<file path="config.mk">
export PLATFORM = sky130hd
export DESIGN_NAME = auto_level_param_bank
export DESIGN_NICKNAME = d
export VERILOG_FILES = /design/src/param_bank_pkg.sv /design/src/region_mem_if.sv /design/src/auto_level_param_bank.sv /design/src/region_store.sv
export SDC_FILE = /design/constraint.sdc
export NUM_CORES = 1
export LEC_CHECK = 0
export BUFFER_PORTS_ARGS = -buffer_cell sky130_fd_sc_hd__buf_2
export CAP_MARGIN = 20
export CELL_PAD_IN_SITES_DETAIL_PLACEMENT = 0
export CELL_PAD_IN_SITES_GLOBAL_PLACEMENT = 1
export CORE_MARGIN = 5
export CORE_UTILIZATION = 30
export DETAILED_ROUTE_END_ITERATION = 8
export PLACE_DENSITY = 0.53
export REMOVE_ABC_BUFFERS = 1
export SETUP_SLACK_MARGIN = 0.5
export SYNTH_ARGS = -nofsm -noshare
export SYNTH_HDL_FRONTEND = slang
export SYNTH_SLANG_ARGS = --single-unit
</file>
<file path="constraint.sdc">
create_clock -name clk -period 6.1 [get_ports clk]
set_clock_uncertainty 0.05 [all_clocks]
set_input_delay 0.915 -clock clk [delete_from_list [all_inputs] [get_ports clk]]
set_output_delay 0.915 -clock clk [all_outputs]
set_load 0.01 [all_outputs]
</file>
<file path="src/param_bank_pkg.sv">
package param_bank_pkg;

  // ----------------------------------------
  // Register map (byte addresses)
  // ----------------------------------------
  localparam logic [7:0] ADDR_REGION_COUNT_LIMIT = 8'h00;
  localparam logic [7:0] ADDR_REGION_INDEX = 8'h04;
  localparam logic [7:0] ADDR_REGION_WIDTH = 8'h08;
  localparam logic [7:0] ADDR_REGION_HEIGHT = 8'h0C;
  localparam logic [7:0] ADDR_REGION_OFFSET_HORIZ = 8'h10;
  localparam logic [7:0] ADDR_REGION_OFFSET_VERT = 8'h14;
  localparam logic [7:0] ADDR_TABLE_MODE_SELECT = 8'h18;
  localparam logic [7:0] ADDR_COLOUR_MATRIX_ENABLE = 8'h1C;
  localparam logic [7:0] ADDR_LEVEL_LOOP_SPEED = 8'h20;
  localparam logic [7:0] ADDR_AUTO_EXPOSURE_UPPER = 8'h24;
  localparam logic [7:0] ADDR_AUTO_EXPOSURE_LOWER = 8'h28;
  localparam logic [7:0] ADDR_AUTO_EXPOSURE_OUTCOME = 8'h2C;
  localparam logic [7:0] ADDR_TRIGGER_OPTION_SELECT = 8'h30;
  localparam logic [7:0] ADDR_LEVEL_TARGET_PERCENT = 8'h34;
  localparam logic [7:0] ADDR_AUTO_GAIN_UPPER = 8'h38;
  localparam logic [7:0] ADDR_AUTO_GAIN_LOWER = 8'h3C;
  localparam logic [7:0] ADDR_AUTO_GAIN_OUTCOME = 8'h40;
  localparam logic [7:0] ADDR_IRQ_STATUS = 8'h44;
  localparam logic [7:0] ADDR_IRQ_MASK = 8'h48;

  // ----------------------------------------
  // Ranges and reset values
  // ----------------------------------------
  localparam logic [31:0] REGION_COUNT_MIN = 32'h1;
  localparam logic [31:0] REGION_COUNT_MAX = 32'h8;
  localparam logic [31:0] REGION_COUNT_RST = 32'h1;
  localparam logic [31:0] WIDTH_MIN = 32'd8;
  localparam logic [31:0] WIDTH_MAX = 32'd5120;
  localparam logic [31:0] WIDTH_RST = 32'd8;
  localparam logic [31:0] HEIGHT_MAX = 32'd3840;
  localparam logic [31:0] HEIGHT_RST = 32'd1;
  localparam logic [31:0] OFFSET_H_MAX = 32'd5118;
  localparam logic [31:0] OFFSET_V_MAX = 32'd3839;
  localparam logic [31:0] SPEED_MIN = 32'd1;
  localparam logic [31:0] SPEED_MAX = 32'd8;
  localparam logic [31:0] SPEED_RST = 32'd4;
  localparam logic [31:0] EXP_UPPER_MIN = 32'd11;
  localparam logic [31:0] EXP_UPPER_MAX = 32'd8000000;
  localparam logic [31:0] EXP_UPPER_RST = 32'd18000;
  localparam logic [31:0] EXP_LOWER_MIN = 32'd10;
  localparam logic [31:0] EXP_LOWER_MAX = 32'd7999999;
  localparam logic [31:0] EXP_LOWER_RST = 32'd100;
  localparam logic [31:0] TARGET_MIN = 32'd1;
  localparam logic [31:0] TARGET_MAX = 32'd100;
  localparam logic [31:0] TARGET_RST = 32'd50;
  localparam logic [31:0] GAIN_UPPER_MIN = 32'd200;
  localparam logic [31:0] GAIN_UPPER_MAX = 32'd1600;
  localparam logic [31:0] GAIN_UPPER_RST = 32'd1600;
  localparam logic [31:0] GAIN_LOWER_MIN = 32'd100;
  localparam logic [31:0] GAIN_LOWER_MAX = 32'd1500;
  localparam logic [31:0] GAIN_LOWER_RST = 32'd100;

  // Interrupt status bit positions.
  localparam int IRQ_BIT_REJECT = 0;
  localparam int IRQ_BIT_EXP_DONE = 1;
  localparam int IRQ_BIT_GAIN_DONE = 2;

  typedef enum logic [1:0] {
    TABLE_OFF,
    TABLE_GAMMA,
    TABLE_USER
  } table_mode_t;

  typedef enum logic [2:0] {
    OUT_COMPLETE,
    OUT_TOO_BRIGHT,
    OUT_TOO_DARK,
    OUT_TIMEOUT,
    OUT_BUSY,
    OUT_LIMIT,
    OUT_TRIG_NOT_NORMAL
  } outcome_t;

  localparam logic [1:0] TRIG_OPT_OFF = 2'h0;
  localparam logic [1:0] TRIG_OPT_PAIRED = 2'h2;

endpackage

</file>
<file path="src/region_mem_if.sv">
`timescale 1ns/100ps
interface region_mem_if;
  logic [2:0] index;
  logic [1:0] field;
  logic writeEn;
  logic [12:0] writeData;
  logic [12:0] readData;

  modport owner(output index, output field, output writeEn, output writeData, input readData);
  modport store(input index, input field, input writeEn, input writeData, output readData);
endinterface

</file>
<file path="src/auto_level_param_bank.sv">
`timescale 1ns/100ps
// Overview of operation
// Width per selected region, 8 to 5120, reset 8.
// Table mode: 0 off, 1 gamma, 2 user table; reset off.
// Loop speed 1 to 8, reset 4, shared by gain and exposure; 8 fastest.
// Exposure upper limit 11 to 8000000 us, reset 18000, capped by frame rate.
// Exposure lower limit 10 to 7999999 us, reset 100.
// Read-only exposure outcome code 0..6, reset 0.
// Trigger option: 0 none, 2 paired exposure; reset 0.
// Level target percent 1 to 100, reset 50.
// Gain upper limit 200 to 1600, reset 1600.
// Gain lower limit 100 to 1500, reset 100.
// Read-only gain outcome code 0..6, reset 0.
// Height and offsets for up to eight regions; out-of-range writes rejected.
// One-bit colour matrix enable, reset off.
module auto_level_param_bank (
  input wire logic clk, // Core clock, 10 MHz.
  input wire logic resetn, // Asynchronous reset, active low.
  input wire logic clkEn, // Freezes all state while low.
  input wire logic [7:0] addr, // Register byte address.
  input wire logic [31:0] writeData, // Write data.
  input wire logic writeStrobe, // One-cycle write request.
  input wire logic readStrobe, // One-cycle read request.
  output logic [31:0] readData, // Read data, valid cycle after strobe.
  input wire logic [31:0] exposureMaxFrame, // Frame-rate ceiling on exposure, same clock.
  input wire logic [2:0] exposureResult, // Exposure loop outcome code, same clock.
  input wire logic exposureResultValid, // Pulse: new exposure outcome.
  input wire logic [2:0] gainResult, // Gain loop outcome code, same clock.
  input wire logic gainResultValid, // Pulse: new gain outcome.
  output logic [3:0] regionCountLimit, // Number of active regions.
  output logic [1:0] tableModeSelect, // Lookup-table mode.
  output logic colourMatrixEnable, // Colour matrix on.
  output logic [3:0] levelLoopSpeed, // Level loop speed.
  output logic [22:0] autoExposureUpper, // Effective exposure upper limit.
  output logic [22:0] autoExposureLower, // Exposure lower limit.
  output logic [1:0] triggerOptionSelect, // Trigger option.
  output logic [6:0] levelTargetPercent, // Level target.
  output logic [10:0] autoGainUpper, // Gain upper limit.
  output logic [10:0] autoGainLower, // Gain lower limit.
  output logic irq // Level interrupt.
);

  // ----------------------------------------
  // Range check
  // ----------------------------------------
  function automatic logic inRange(input logic [31:0] v, input logic [31:0] lo,
                                   input logic [31:0] hi);
    return (v >= lo) && (v <= hi);
  endfunction

  region_mem_if mem ();

  region_store #(.DEPTH(8)) store (
    .clk(clk),
    .resetn(resetn),
    .clkEn(clkEn),
    .mem(mem)
  );

  // ----------------------------------------
  // State
  // ----------------------------------------
  logic [3:0] countLimit, next_countLimit;
  logic [2:0] regionIndex, next_regionIndex;
  logic [1:0] tableMode, next_tableMode;
  logic matrixEn, next_matrixEn;
  logic [3:0] speed, next_speed;
  logic [22:0] expUpper, next_expUpper;
  logic [22:0] expLower, next_expLower;
  logic [2:0] expOutcome, next_expOutcome;
  logic [1:0] trigOpt, next_trigOpt;
  logic [6:0] target, next_target;
  logic [10:0] gainUpper, next_gainUpper;
  logic [10:0] gainLower, next_gainLower;
  logic [2:0] irqStatus, next_irqStatus;
  logic [2:0] irqMask, next_irqMask;
  logic [2:0] gainOutcome, next_gainOutcome;
  logic readRegion, next_readRegion;
  logic [31:0] directData, next_directData;
  logic [22:0] next_effUpper;
  logic reject;

  // ----------------------------------------
  // Region memory access
  // ----------------------------------------
  always_comb begin
    mem.index = regionIndex;
    mem.field = 2'h0;
    mem.writeEn = 1'b0;
    mem.writeData = writeData[12:0];
    case (addr)
      param_bank_pkg::ADDR_REGION_WIDTH: begin
        // Width range check.
        mem.writeEn = writeStrobe &&
            inRange(writeData, param_bank_pkg::WIDTH_MIN, param_bank_pkg::WIDTH_MAX);
      end
      param_bank_pkg::ADDR_REGION_HEIGHT: begin
        mem.field = 2'h1;
        // Height range check.
        mem.writeEn = writeStrobe && inRange(writeData, 32'h0, param_bank_pkg::HEIGHT_MAX);
      end
      param_bank_pkg::ADDR_REGION_OFFSET_HORIZ: begin
        mem.field = 2'h2;
        // Offset range check.
        mem.writeEn = writeStrobe && inRange(writeData, 32'h0, param_bank_pkg::OFFSET_H_MAX);
      end
      param_bank_pkg::ADDR_REGION_OFFSET_VERT: begin
        mem.field = 2'h3;
        mem.writeEn = writeStrobe && inRange(writeData, 32'h0, param_bank_pkg::OFFSET_V_MAX);
      end
      default: begin
        mem.field = 2'h0;
      end
    endcase
  end

  // ----------------------------------------
  // Register writes and status
  // ----------------------------------------
  always_comb begin
    next_countLimit = countLimit;
    next_regionIndex = regionIndex;
    next_tableMode = tableMode;
    next_matrixEn = matrixEn;
    next_speed = speed;
    next_expUpper = expUpper;
    next_expLower = expLower;
    next_expOutcome = expOutcome;
    next_gainOutcome = gainOutcome;
    next_trigOpt = trigOpt;
    next_target = target;
    next_gainUpper = gainUpper;
    next_gainLower = gainLower;
    next_irqMask = irqMask;
    next_irqStatus = irqStatus;
    reject = 1'b0;
    if (writeStrobe) begin
      case (addr)
        param_bank_pkg::ADDR_REGION_COUNT_LIMIT: begin
          reject = !inRange(writeData, param_bank_pkg::REGION_COUNT_MIN,
                            param_bank_pkg::REGION_COUNT_MAX);
          next_countLimit = reject ? countLimit : writeData[3:0];
        end
        param_bank_pkg::ADDR_REGION_INDEX: begin
          reject = writeData >= param_bank_pkg::REGION_COUNT_MAX;
          next_regionIndex = reject ? regionIndex : writeData[2:0];
        end
        param_bank_pkg::ADDR_REGION_WIDTH, param_bank_pkg::ADDR_REGION_HEIGHT,
        param_bank_pkg::ADDR_REGION_OFFSET_HORIZ,
        param_bank_pkg::ADDR_REGION_OFFSET_VERT: begin
          reject = !mem.writeEn;
        end
        param_bank_pkg::ADDR_TABLE_MODE_SELECT: begin
          // Only the three encodings.
          reject = writeData > 32'(param_bank_pkg::TABLE_USER);
          next_tableMode = reject ? tableMode : writeData[1:0];
        end
        param_bank_pkg::ADDR_COLOUR_MATRIX_ENABLE: begin
          // Single-bit enable.
          reject = writeData > 32'h1;
          next_matrixEn = reject ? matrixEn : writeData[0];
        end
        param_bank_pkg::ADDR_LEVEL_LOOP_SPEED: begin
          // Speed range.
          reject = !inRange(writeData, param_bank_pkg::SPEED_MIN, param_bank_pkg::SPEED_MAX);
          next_speed = reject ? speed : writeData[3:0];
        end
        param_bank_pkg::ADDR_AUTO_EXPOSURE_UPPER: begin
          // Exposure upper range.
          reject = !inRange(writeData, param_bank_pkg::EXP_UPPER_MIN,
                            param_bank_pkg::EXP_UPPER_MAX);
          next_expUpper = reject ? expUpper : writeData[22:0];
        end
        param_bank_pkg::ADDR_AUTO_EXPOSURE_LOWER: begin
          // Exposure lower range.
          reject = !inRange(writeData, param_bank_pkg::EXP_LOWER_MIN,
                            param_bank_pkg::EXP_LOWER_MAX);
          next_expLower = reject ? expLower : writeData[22:0];
        end
        param_bank_pkg::ADDR_TRIGGER_OPTION_SELECT: begin
          // Off or paired exposure only.
          reject = writeData != 32'(param_bank_pkg::TRIG_OPT_OFF) &&
              writeData != 32'(param_bank_pkg::TRIG_OPT_PAIRED);
          next_trigOpt = reject ? trigOpt : writeData[1:0];
        end
        param_bank_pkg::ADDR_LEVEL_TARGET_PERCENT: begin
          // Target percent range.
          reject = !inRange(writeData, param_bank_pkg::TARGET_MIN, param_bank_pkg::TARGET_MAX);
          next_target = reject ? target : writeData[6:0];
        end
        param_bank_pkg::ADDR_AUTO_GAIN_UPPER: begin
          // Gain upper range.
          reject = !inRange(writeData, param_bank_pkg::GAIN_UPPER_MIN,
                            param_bank_pkg::GAIN_UPPER_MAX);
          next_gainUpper = reject ? gainUpper : writeData[10:0];
        end
        param_bank_pkg::ADDR_AUTO_GAIN_LOWER: begin
          // Gain lower range.
          reject = !inRange(writeData, param_bank_pkg::GAIN_LOWER_MIN,
                            param_bank_pkg::GAIN_LOWER_MAX);
          next_gainLower = reject ? gainLower : writeData[10:0];
        end
        param_bank_pkg::ADDR_IRQ_STATUS: begin
          next_irqStatus = irqStatus & ~writeData[2:0];
        end
        param_bank_pkg::ADDR_IRQ_MASK: begin
          next_irqMask = writeData[2:0];
        end
        default: begin
          reject = 1'b1;
        end
      endcase
    end
    // Outcome codes come only from the loop; software cannot write them.
    if (exposureResultValid) begin
      next_expOutcome = exposureResult;
    end
    // Gain outcome capture.
    if (gainResultValid) begin
      next_gainOutcome = gainResult;
    end
    // Sets are applied after the clear so an event in the clearing cycle is kept.
    if (reject) begin
      next_irqStatus[param_bank_pkg::IRQ_BIT_REJECT] = 1'b1;
    end
    if (exposureResultValid) begin
      next_irqStatus[param_bank_pkg::IRQ_BIT_EXP_DONE] = 1'b1;
    end
    if (gainResultValid) begin
      next_irqStatus[param_bank_pkg::IRQ_BIT_GAIN_DONE] = 1'b1;
    end
  end

  // ----------------------------------------
  // Read path
  // ----------------------------------------
  always_comb begin
    next_readRegion = 1'b0;
    next_directData = 32'h0;
    if (readStrobe) begin
      case (addr)
        param_bank_pkg::ADDR_REGION_COUNT_LIMIT: next_directData = 32'(countLimit);
        param_bank_pkg::ADDR_REGION_INDEX: next_directData = 32'(regionIndex);
        param_bank_pkg::ADDR_REGION_WIDTH, param_bank_pkg::ADDR_REGION_HEIGHT,
        param_bank_pkg::ADDR_REGION_OFFSET_HORIZ,
        param_bank_pkg::ADDR_REGION_OFFSET_VERT: next_readRegion = 1'b1;
        param_bank_pkg::ADDR_TABLE_MODE_SELECT: next_directData = 32'(tableMode);
        param_bank_pkg::ADDR_COLOUR_MATRIX_ENABLE: next_directData = 32'(matrixEn);
        param_bank_pkg::ADDR_LEVEL_LOOP_SPEED: next_directData = 32'(speed);
        param_bank_pkg::ADDR_AUTO_EXPOSURE_UPPER: next_directData = 32'(expUpper);
        param_bank_pkg::ADDR_AUTO_EXPOSURE_LOWER: next_directData = 32'(expLower);
        param_bank_pkg::ADDR_AUTO_EXPOSURE_OUTCOME: next_directData = 32'(expOutcome);
        param_bank_pkg::ADDR_TRIGGER_OPTION_SELECT: next_directData = 32'(trigOpt);
        param_bank_pkg::ADDR_LEVEL_TARGET_PERCENT: next_directData = 32'(target);
        param_bank_pkg::ADDR_AUTO_GAIN_UPPER: next_directData = 32'(gainUpper);
        param_bank_pkg::ADDR_AUTO_GAIN_LOWER: next_directData = 32'(gainLower);
        param_bank_pkg::ADDR_AUTO_GAIN_OUTCOME: next_directData = 32'(gainOutcome);
        param_bank_pkg::ADDR_IRQ_STATUS: next_directData = 32'(irqStatus);
        param_bank_pkg::ADDR_IRQ_MASK: next_directData = 32'(irqMask);
        default: next_directData = 32'h0;
      endcase
    end
    // Frame rate caps the usable upper limit.
    next_effUpper = expUpper;
    if (32'(expUpper) > exposureMaxFrame) begin
      next_effUpper = exposureMaxFrame[22:0];
    end
  end

  // Both sources are registers, so the word stands only in the cycle after the strobe.
  assign readData = readRegion ? 32'(mem.readData) : directData;

  // ----------------------------------------
  // Registers
  // ----------------------------------------
  always_ff @(posedge clk or negedge resetn) begin
    if (!resetn) begin
      countLimit <= 4'(param_bank_pkg::REGION_COUNT_RST);
      regionIndex <= 3'h0;
      tableMode <= 2'(param_bank_pkg::TABLE_OFF);
      matrixEn <= 1'b0;
      speed <= 4'(param_bank_pkg::SPEED_RST);
      expUpper <= 23'(param_bank_pkg::EXP_UPPER_RST);
      expLower <= 23'(param_bank_pkg::EXP_LOWER_RST);
      expOutcome <= 3'(param_bank_pkg::OUT_COMPLETE);
      gainOutcome <= 3'(param_bank_pkg::OUT_COMPLETE);
      trigOpt <= param_bank_pkg::TRIG_OPT_OFF;
      target <= 7'(param_bank_pkg::TARGET_RST);
      gainUpper <= 11'(param_bank_pkg::GAIN_UPPER_RST);
      gainLower <= 11'(param_bank_pkg::GAIN_LOWER_RST);
      irqStatus <= 3'h0;
      irqMask <= 3'h0;
      readRegion <= 1'b0;
      directData <= 32'h0;
      regionCountLimit <= 4'(param_bank_pkg::REGION_COUNT_RST);
      tableModeSelect <= 2'(param_bank_pkg::TABLE_OFF);
      colourMatrixEnable <= 1'b0;
      levelLoopSpeed <= 4'(param_bank_pkg::SPEED_RST);
      autoExposureUpper <= 23'(param_bank_pkg::EXP_UPPER_RST);
      autoExposureLower <= 23'(param_bank_pkg::EXP_LOWER_RST);
      triggerOptionSelect <= param_bank_pkg::TRIG_OPT_OFF;
      levelTargetPercent <= 7'(param_bank_pkg::TARGET_RST);
      autoGainUpper <= 11'(param_bank_pkg::GAIN_UPPER_RST);
      autoGainLower <= 11'(param_bank_pkg::GAIN_LOWER_RST);
      irq <= 1'b0;
    end else if (clkEn) begin
      countLimit <= next_countLimit;
      regionIndex <= next_regionIndex;
      tableMode <= next_tableMode;
      matrixEn <= next_matrixEn;
      speed <= next_speed;
      expUpper <= next_expUpper;
      expLower <= next_expLower;
      expOutcome <= next_expOutcome;
      gainOutcome <= next_gainOutcome;
      trigOpt <= next_trigOpt;
      target <= next_target;
      gainUpper <= next_gainUpper;
      gainLower <= next_gainLower;
      irqStatus <= next_irqStatus;
      irqMask <= next_irqMask;
      readRegion <= next_readRegion;
      directData <= next_directData;
      regionCountLimit <= countLimit;
      tableModeSelect <= tableMode;
      colourMatrixEnable <= matrixEn;
      levelLoopSpeed <= speed;
      autoExposureUpper <= next_effUpper;
      autoExposureLower <= expLower;
      triggerOptionSelect <= trigOpt;
      levelTargetPercent <= target;
      autoGainUpper <= gainUpper;
      autoGainLower <= gainLower;
      irq <= |(irqStatus & irqMask);
    end
  end

endmodule

</file>
<file path="src/region_store.sv">
`timescale 1ns/100ps
module region_store #(
  parameter int DEPTH = 8
) (
  input wire logic clk, // Core clock.
  input wire logic resetn, // Asynchronous reset, active low.
  input wire logic clkEn, // Freezes the store while low.
  region_mem_if.store mem // Access port.
);

  // Fields 0..3: width, height, horizontal offset, vertical offset.
  logic [12:0] cells [DEPTH*4];
  logic [12:0] readData;

  always_ff @(posedge clk or negedge resetn) begin
    if (!resetn) begin
      for (int i = 0; i < DEPTH; i++) begin
        cells[i*4] <= 13'(param_bank_pkg::WIDTH_RST);
        cells[i*4+1] <= 13'(param_bank_pkg::HEIGHT_RST);
        cells[i*4+2] <= 13'h0;
        cells[i*4+3] <= 13'h0;
      end
      readData <= 13'h0;
    end else if (clkEn) begin
      if (mem.writeEn) begin
        cells[{mem.index, mem.field}] <= mem.writeData;
      end
      readData <= cells[{mem.index, mem.field}];
    end
  end

  assign mem.readData = readData;

endmodule

</file>
==> impl_metrics.csv, run 1 <==
group,metric,value,unit
global_routing,grt_pass1_vias,22070,
worst_setup_path,slowest_delay,0.67,ns
worst_setup_path,critPathTopFamily,"compound AO/OA/AOI/OAI gates",
worst_setup_path,cp_slowest_cell,"a221oi_1",
floorplan,die_h,327.1,um
power,finalPower,9.348,mW
sta,layout_setup_ws,1.718,ns
clock_network,hold_buffers,0,
synth,synth_edf_count,0,
clock_network,cts-root-buf,"clkbuf_16",
worst_setup_path,end_kind,"flop",
power,ir_drop,0.1595,mV
sta,hold_violations,0,
power,cellPowerDensity,267.6,nW/um^2
clock_network,clkSinkCount,645,
sta,finalSetupTns,0,ns
sta,period_share,71.84,%
drt,drc,0,
power,seqPwrFrac,46.3,%
placement,post-place-ws,1.003,ns
synth,synthFlopType,"dfrtp_1",
finish,finalNetCount,2672,
worst_setup_path,crit_buf_inv,2,
power,combPwrFrac,4.2,%
finish,postLayoutCellArea,34940,sq um
clock_network,path_clk_slew,0.06,ns
sta,min_period,4.382,ns
global_routing,grt-ovfl-total,0,
synth,synthesis.area,30160,sq um
worst_setup_path,worstRegToRegCells,6,
global_routing,antenna_found_initial,8,
power,leakage,16.53,nW
placement,port_buffers,196,
outcome,outcome,"finished clean",
sta,worst_pin_slew,1.082,ns
flow_run,cap_violations,0,
synth,ys_ff_latch,645,
worst_setup_path,r2r_slack,2.83,ns
clock_network,cts_resized,0,
finish,drive_gt1_share,33.85,%
worst_setup_path,crit_type,"in2reg",
synth,ys_warn_count,0,
sta,clock.fmax,228.2,MHz
clock_network,post-cts-setup-buffers,0,
worst_setup_path,reg2reg_from,"mem.index[0]",
drt,wirelength,105700,um
global_routing,grt_pass1_wl,155400,um
synth,async_flop_share,100.0,%
drt,postRouteAntennaNets,0,
power,intPower,7.158,mW
synth,synth_top_area_cell,"dfrtp_1",
sta,holdWs,0.2319,ns
power,power_switching_share,23.43,%
placement,gp_congestion,0.8369,
finish,synthToLayoutAreaGrowth,15.82,%
worst_setup_path,timing.rr.end,"store.mem.readData[6]",
worst_setup_path,cp.required,6.55,ns
worst_setup_path,cp-start-kind,"input pin",
synth,synth_area_per_cell,12.30,sq um
synth,netlist_instances,2452,
drt,via_per_inst,5.454,
worst_setup_path,worstPathMaxFanout,60,
clock_network,worst_skew_pair.late_latency,0.64,ns
power,p_sw,2.190,mW
clock_network,cts_buffers,76,
placement,hpwl,70090,um
worst_setup_path,cp.arrival,4.83,ns
synth,yosys.area.top_type_share,49.03,%
synth,yosysSeqAreaShare,53.73,%
floorplan,fp.dieW,327.1,um
drt,drtIter0Drc,1550,
power,p_clk_share,49.5,%
floorplan,die-area,107000,sq um
clock_network,cts_tree,"yes",
sta,final-setup-viol-count,0,
global_routing,grt.total_usage,19.24,%
worst_hold_path,min_path_type,"in2async",
floorplan,coreArea,100000,sq um
drt,first_pass_iters,8,
floorplan,ioPinCount,206,
drt,vias,21410,
clock_network,clock_path_buffers,3,
synth,yosys.cell_types.count,79,
global_routing,grt_max_degree,162,
floorplan,num_rows,116,
floorplan,initial_core_util,30.16,%
drt,wl_per_cell,26.92,um
clock_network,ctsHtreeMaxLevel,3,
placement,dpl_cell_area,32390,sq um
sta,rsz0062_at_grt,"no",
worst_setup_path,cp_cell_sequence,"buf_2, or4b_1, o22ai_4, buf_12, mux2_2, a222oi_1, o22ai_1, a221oi_1, a31oi_1",
sta,drv_slew,0,
synth,synth_area_leaders,"dfrtp_1 (49%), mux2_2 (15%), mux2_1 (7.7%)",
sta,maxSlewHeadroom,27.22,%
finish,fillCellCount,9818,
[sequential cells by signal, indices dropped and copies added (netlist names), 4 cells and up]
name,count
store.cells,416
autoExposureLower,23
autoExposureUpper,23
directData,23
expLower,23
expUpper,23
store.mem.readData,13
autoGainLower,11
autoGainUpper,11
gainLower,11
gainUpper,11
levelTargetPercent,7
target,7
countLimit,4
levelLoopSpeed,4
regionCountLimit,4
speed,4
[cell families (layout without fill, tap and decap cells)]
family | after synthesis | count (layout) | synth area share, %
adders and majority gates | 23 | 23 | 0.9541
buffers and inverters | 258 | 424 | 3.750
and+or+nand+nor | 439 | 439 | 7.798
other | 1 | 11 | 0.01243
DFF | 645 | 645 | 53.73
muxes | 615 | 615 | 22.92
AOI/OAI and AO/OA | 471 | 471 | 10.83
[cells in the mapped netlist (5+ instances only)]
cell	count
a2111oi_0	7
a21o_1	11
a21oi_1	104
a221oi_1	20
a222oi_1	33
a22o_1	7
a22oi_1	94
a31oi_1	34
and2_1	24
buf_1	9
buf_2	46
buf_4	16
buf_6	6
clkbuf_1	151
dfrtp_1	591
dfstp_2	54
ha_1	23
inv_1	30
mux2_1	205
mux2_2	401
mux2i_1	9
nand2_1	152
nand3_1	21
nand3_2	23
nand3b_1	5
nand4_1	13
nor2_1	74
nor2b_1	11
nor3_1	23
nor3b_1	7
nor4_1	25
o21ai_0	55
o221ai_1	8
o22ai_1	41
o2bb2ai_1	22
or3_1	8
or4_1	12
[through the flow]
stage,std cells,util [%]
2_1_floorplan,2232,-
3_3_place_gp,3783,32.38
3_5_place_dp,3784,32.39
4_1_cts,3924,34.93
5_1_grt,3924,34.93
6_report,3926,34.94
[power by group through the flow]
stage | logic (mW) | registers (mW) | clock network (mW)
2_1_floorplan | 0.0866 | 4.40 | 0
3_3_place_gp | 0.394 | 4.40 | 0
3_5_place_dp | 0.401 | 4.40 | 0
4_1_cts | 0.402 | 4.33 | 4.75
5_1_grt | 0.432 | 4.33 | 4.90
6_report | 0.392 | 4.33 | 4.63
[final cells by class]
type	instances	area, sq um	share of cell area [%]
sequential	645	16210	46.39
multi-input combinational	1557	12910	36.97
clock buffer	119	2295	6.568
tap	1298	1624	4.648
timing repair buffer	254	1533	4.387
clock inverter	21	245.2	0.7019
inverter	30	112.6	0.3223
antenna	2	5.005	0.01433
[how the worst max path moves through the flow]
stage	slack (ns)	start	cells past startpoint	endpoint
after global routing	1.67	addr[2]	9	store.mem.readData[11]
after floorplan	-1.67	addr[2]	7	store.cells[223]
final	1.72	addr[2]	9	store.mem.readData[10]
after global placement	1.02	addr[2]	9	store.mem.readData[10]
after CTS	1.67	addr[2]	9	store.mem.readData[10]
after detailed placement	1.00	addr[2]	9	store.mem.readData[10]
[cells in the final DEF (no fill, tap or decap), drive strengths merged, types with 34 or more instances in the layout]
master  count
o21ai      55
dfstp      54
nor2       76
dfrtp     591
a22oi      94
nand3      44
clkbuf    119
mux2      606
nand2     156
o22ai      43
a21oi     104
a31oi      34
buf       254
[per-layer routing]
metal	up-vias	global-route usage [%]	routed length (um)
li1	9291	-	-
met1	11350	26.41	47610
met2	637	31.92	50150
met3	129	2.959	5572
met4	0	4.998	2339
met5	-	0	0
[worst reg2reg max path, delay by kind of cell, from the launching register on]
| kind | cells | cell delay, ns |
|---|---|---|
| flops | 1 | 0.83 |
| simple gates | 4 | 1.87 |
| compound gates | 2 | 0.40 |
Note: power is estimated with default switching activity, not from simulation.
==> run 2, diff against run 1 <==
Clock period 6.1 ns to 4.5 ns, I/O delays scaled along.
==> run 2 against run 1 <==
Against the previous run: critical path depth unchanged; sequential share of layout area down 0.63 points; clock power up 35%; non-clock buffer count up 52; via count up 1.0%; routed wire length up 2.8%; die area unchanged; final cell count up 1.3%; core utilization up 0.48 points; sequential power up 36%; largest cell class unchanged; largest power group unchanged; highest routed layer is now met5.
==> impl_metrics.csv, run 2 (same netlist as run 1, synthesis figures left out) <==
group,metric,value,unit
outcome,outcome,"finished clean",
finish,synthToLayoutAreaGrowth,17.43,%
power,p_sw,2.927,mW
worst_setup_path,crit_type,"in2reg",
drt,postRouteAntennaNets,0,
clock_network,hold_buffers,0,
sta,finalSetupTns,0,ns
finish,mostFrequentLayoutCells,"dfrtp_1 (591), mux2_2 (401), mux2_1 (205)",
clock_network,ctsHtreeMaxLevel,3,
drt,first_pass_iters,7,
sta,maxSlewHeadroom,29.18,%
floorplan,ioPinCount,206,
placement,gp_congestion,0.8434,
drt,via_per_inst,5.439,
power,seqPwrFrac,46.3,%
sta,hold_violations,0,
sta,drv_slew,0,
drt,vias,21630,
power,power_switching_share,23.10,%
finish,regMostFlops,"store.cells",
floorplan,initial_core_util,30.16,%
worst_setup_path,end_kind,"flop",
worst_setup_path,cp_cell_sequence,"buf_2, or4b_1, o22ai_4, buf_4, mux2_2, a222oi_1, nor2_1, nor3_1, a31oi_1",
clock_network,clkSinkCount,645,
placement,hpwl,74410,um
floorplan,die-area,107000,sq um
sta,layout_setup_ws,0.5997,ns
floorplan,fp.dieW,327.1,um
sta,final-setup-viol-count,0,
sta,worst_pin_slew,1.053,ns
drt,wl_per_cell,27.32,um
clock_network,cts_resized,0,
clock_network,cts_tree,"yes",
worst_setup_path,cp.required,4.93,ns
placement,port_buffers,196,
global_routing,grt_pass1_vias,22350,
power,cellPowerDensity,357.8,nW/um^2
drt,wirelength,108600,um
finish,finalNetCount,2723,
global_routing,grt_max_degree,96,
global_routing,grt-ovfl-total,0,
power,combPwrFrac,4.4,%
clock_network,post-cts-setup-buffers,0,
sta,rsz0062_at_grt,"no",
floorplan,num_rows,116,
floorplan,coreArea,100000,sq um
drt,drc,0,
worst_setup_path,slowest_delay,0.76,ns
worst_hold_path,min_path_type,"in2async",
clock_network,clock_path_buffers,3,
sta,clock.fmax,256.4,MHz
finish,fillCellCount,9819,
finish,final_common_cell,"dfrtp_1",
floorplan,die_h,327.1,um
worst_setup_path,cp.arrival,4.33,ns
global_routing,antenna_found_initial,9,
clock_network,cts_buffers,75,
placement,post-place-ws,0.1563,ns
clock_network,path_clk_slew,0.06,ns
worst_setup_path,cp_slowest_cell,"o22ai_4",
global_routing,grt.total_usage,19.83,%
clock_network,worst_skew_pair.late_latency,0.62,ns
worst_setup_path,worstPathMaxFanout,40,
global_routing,grt_pass1_wl,159500,um
finish,largest_reg_flops,416,
sta,period_share,86.67,%
finish,fin_util,35.42,%
power,p_clk_share,49.3,%
placement,dpl_cell_area,32900,sq um
power,ir_drop,0.2342,mV
worst_setup_path,cp-start-kind,"input pin",
clock_network,cts-root-buf,"clkbuf_16",
finish,drive_gt1_share,35.12,%
sta,min_period,3.900,ns
flow_run,cap_violations,0,
power,intPower,9.746,mW
drt,drtIter0Drc,1683,
finish,postLayoutCellArea,35420,sq um
power,leakage,16.80,nW
sta,holdWs,0.07582,ns
-- run 2: layer usage --
metal  track usage (%)  vias to the layer above  wire [um]
met5                 0                        -         13
met4             3.800                        2       1875
met3             3.595                      125       6796
met2             32.58                      711      50870
met1             27.73                    11400      49080
li1                  -                     9392          -
-- run 2: final timing paths --
check	slack, ns	to	cells past startpoint	start
max in group asynchronous	3.09	store.cells[125]	2	resetn
max	0.60	store.mem.readData[12]	9	addr[2]
min	0.08	directData[11]	1	resetn
min reg2reg	0.43	directData[5]	1	directData[5]
max reg2reg	1.36	store.mem.readData[6]	6	mem.index[1]
min in group clk	0.26	gainOutcome[0]	2	gainResult[0]
-- run 2: through the flow --
step | total power [mW] | std cells
floorplan | 6.080 | 2232
global placement | 6.529 | 3836
detailed placement | 6.540 | 3836
CTS | 12.84 | 3972
global route | 13.11 | 3973
finish | 12.67 | 3976
-- run 2: worst max-delay path, delay by kind of cell --
kind | cells | cell delay [ns]
buf+inv | 2 | 0.86
compound gates | 3 | 1.44
mux | 1 | 0.40
simple gates | 3 | 0.91
-- run 2: power groups by stage --
stage               logic (mW)  registers (mW)  clock network, mW
global placement         0.562            5.97                  0
finish                   0.562            5.87               6.25
floorplan                0.117            5.96                  0
CTS                      0.574            5.86               6.40
global route             0.616            5.86               6.63
detailed placement       0.572            5.97                  0
-- run 2: area by class of cell --
cell class              instances  area, sq um  area share [%]
diodes                          4        10.01         0.02826
repair buffers                306         2032           5.736
flip-flops and latches        645        16210           45.76
clock inverters                22        279.0          0.7877
inverters                      30        112.6          0.3179
multi-input cells            1557        12920           36.47
well taps                    1298         1624           4.585
clock buffers                 114         2236           6.312
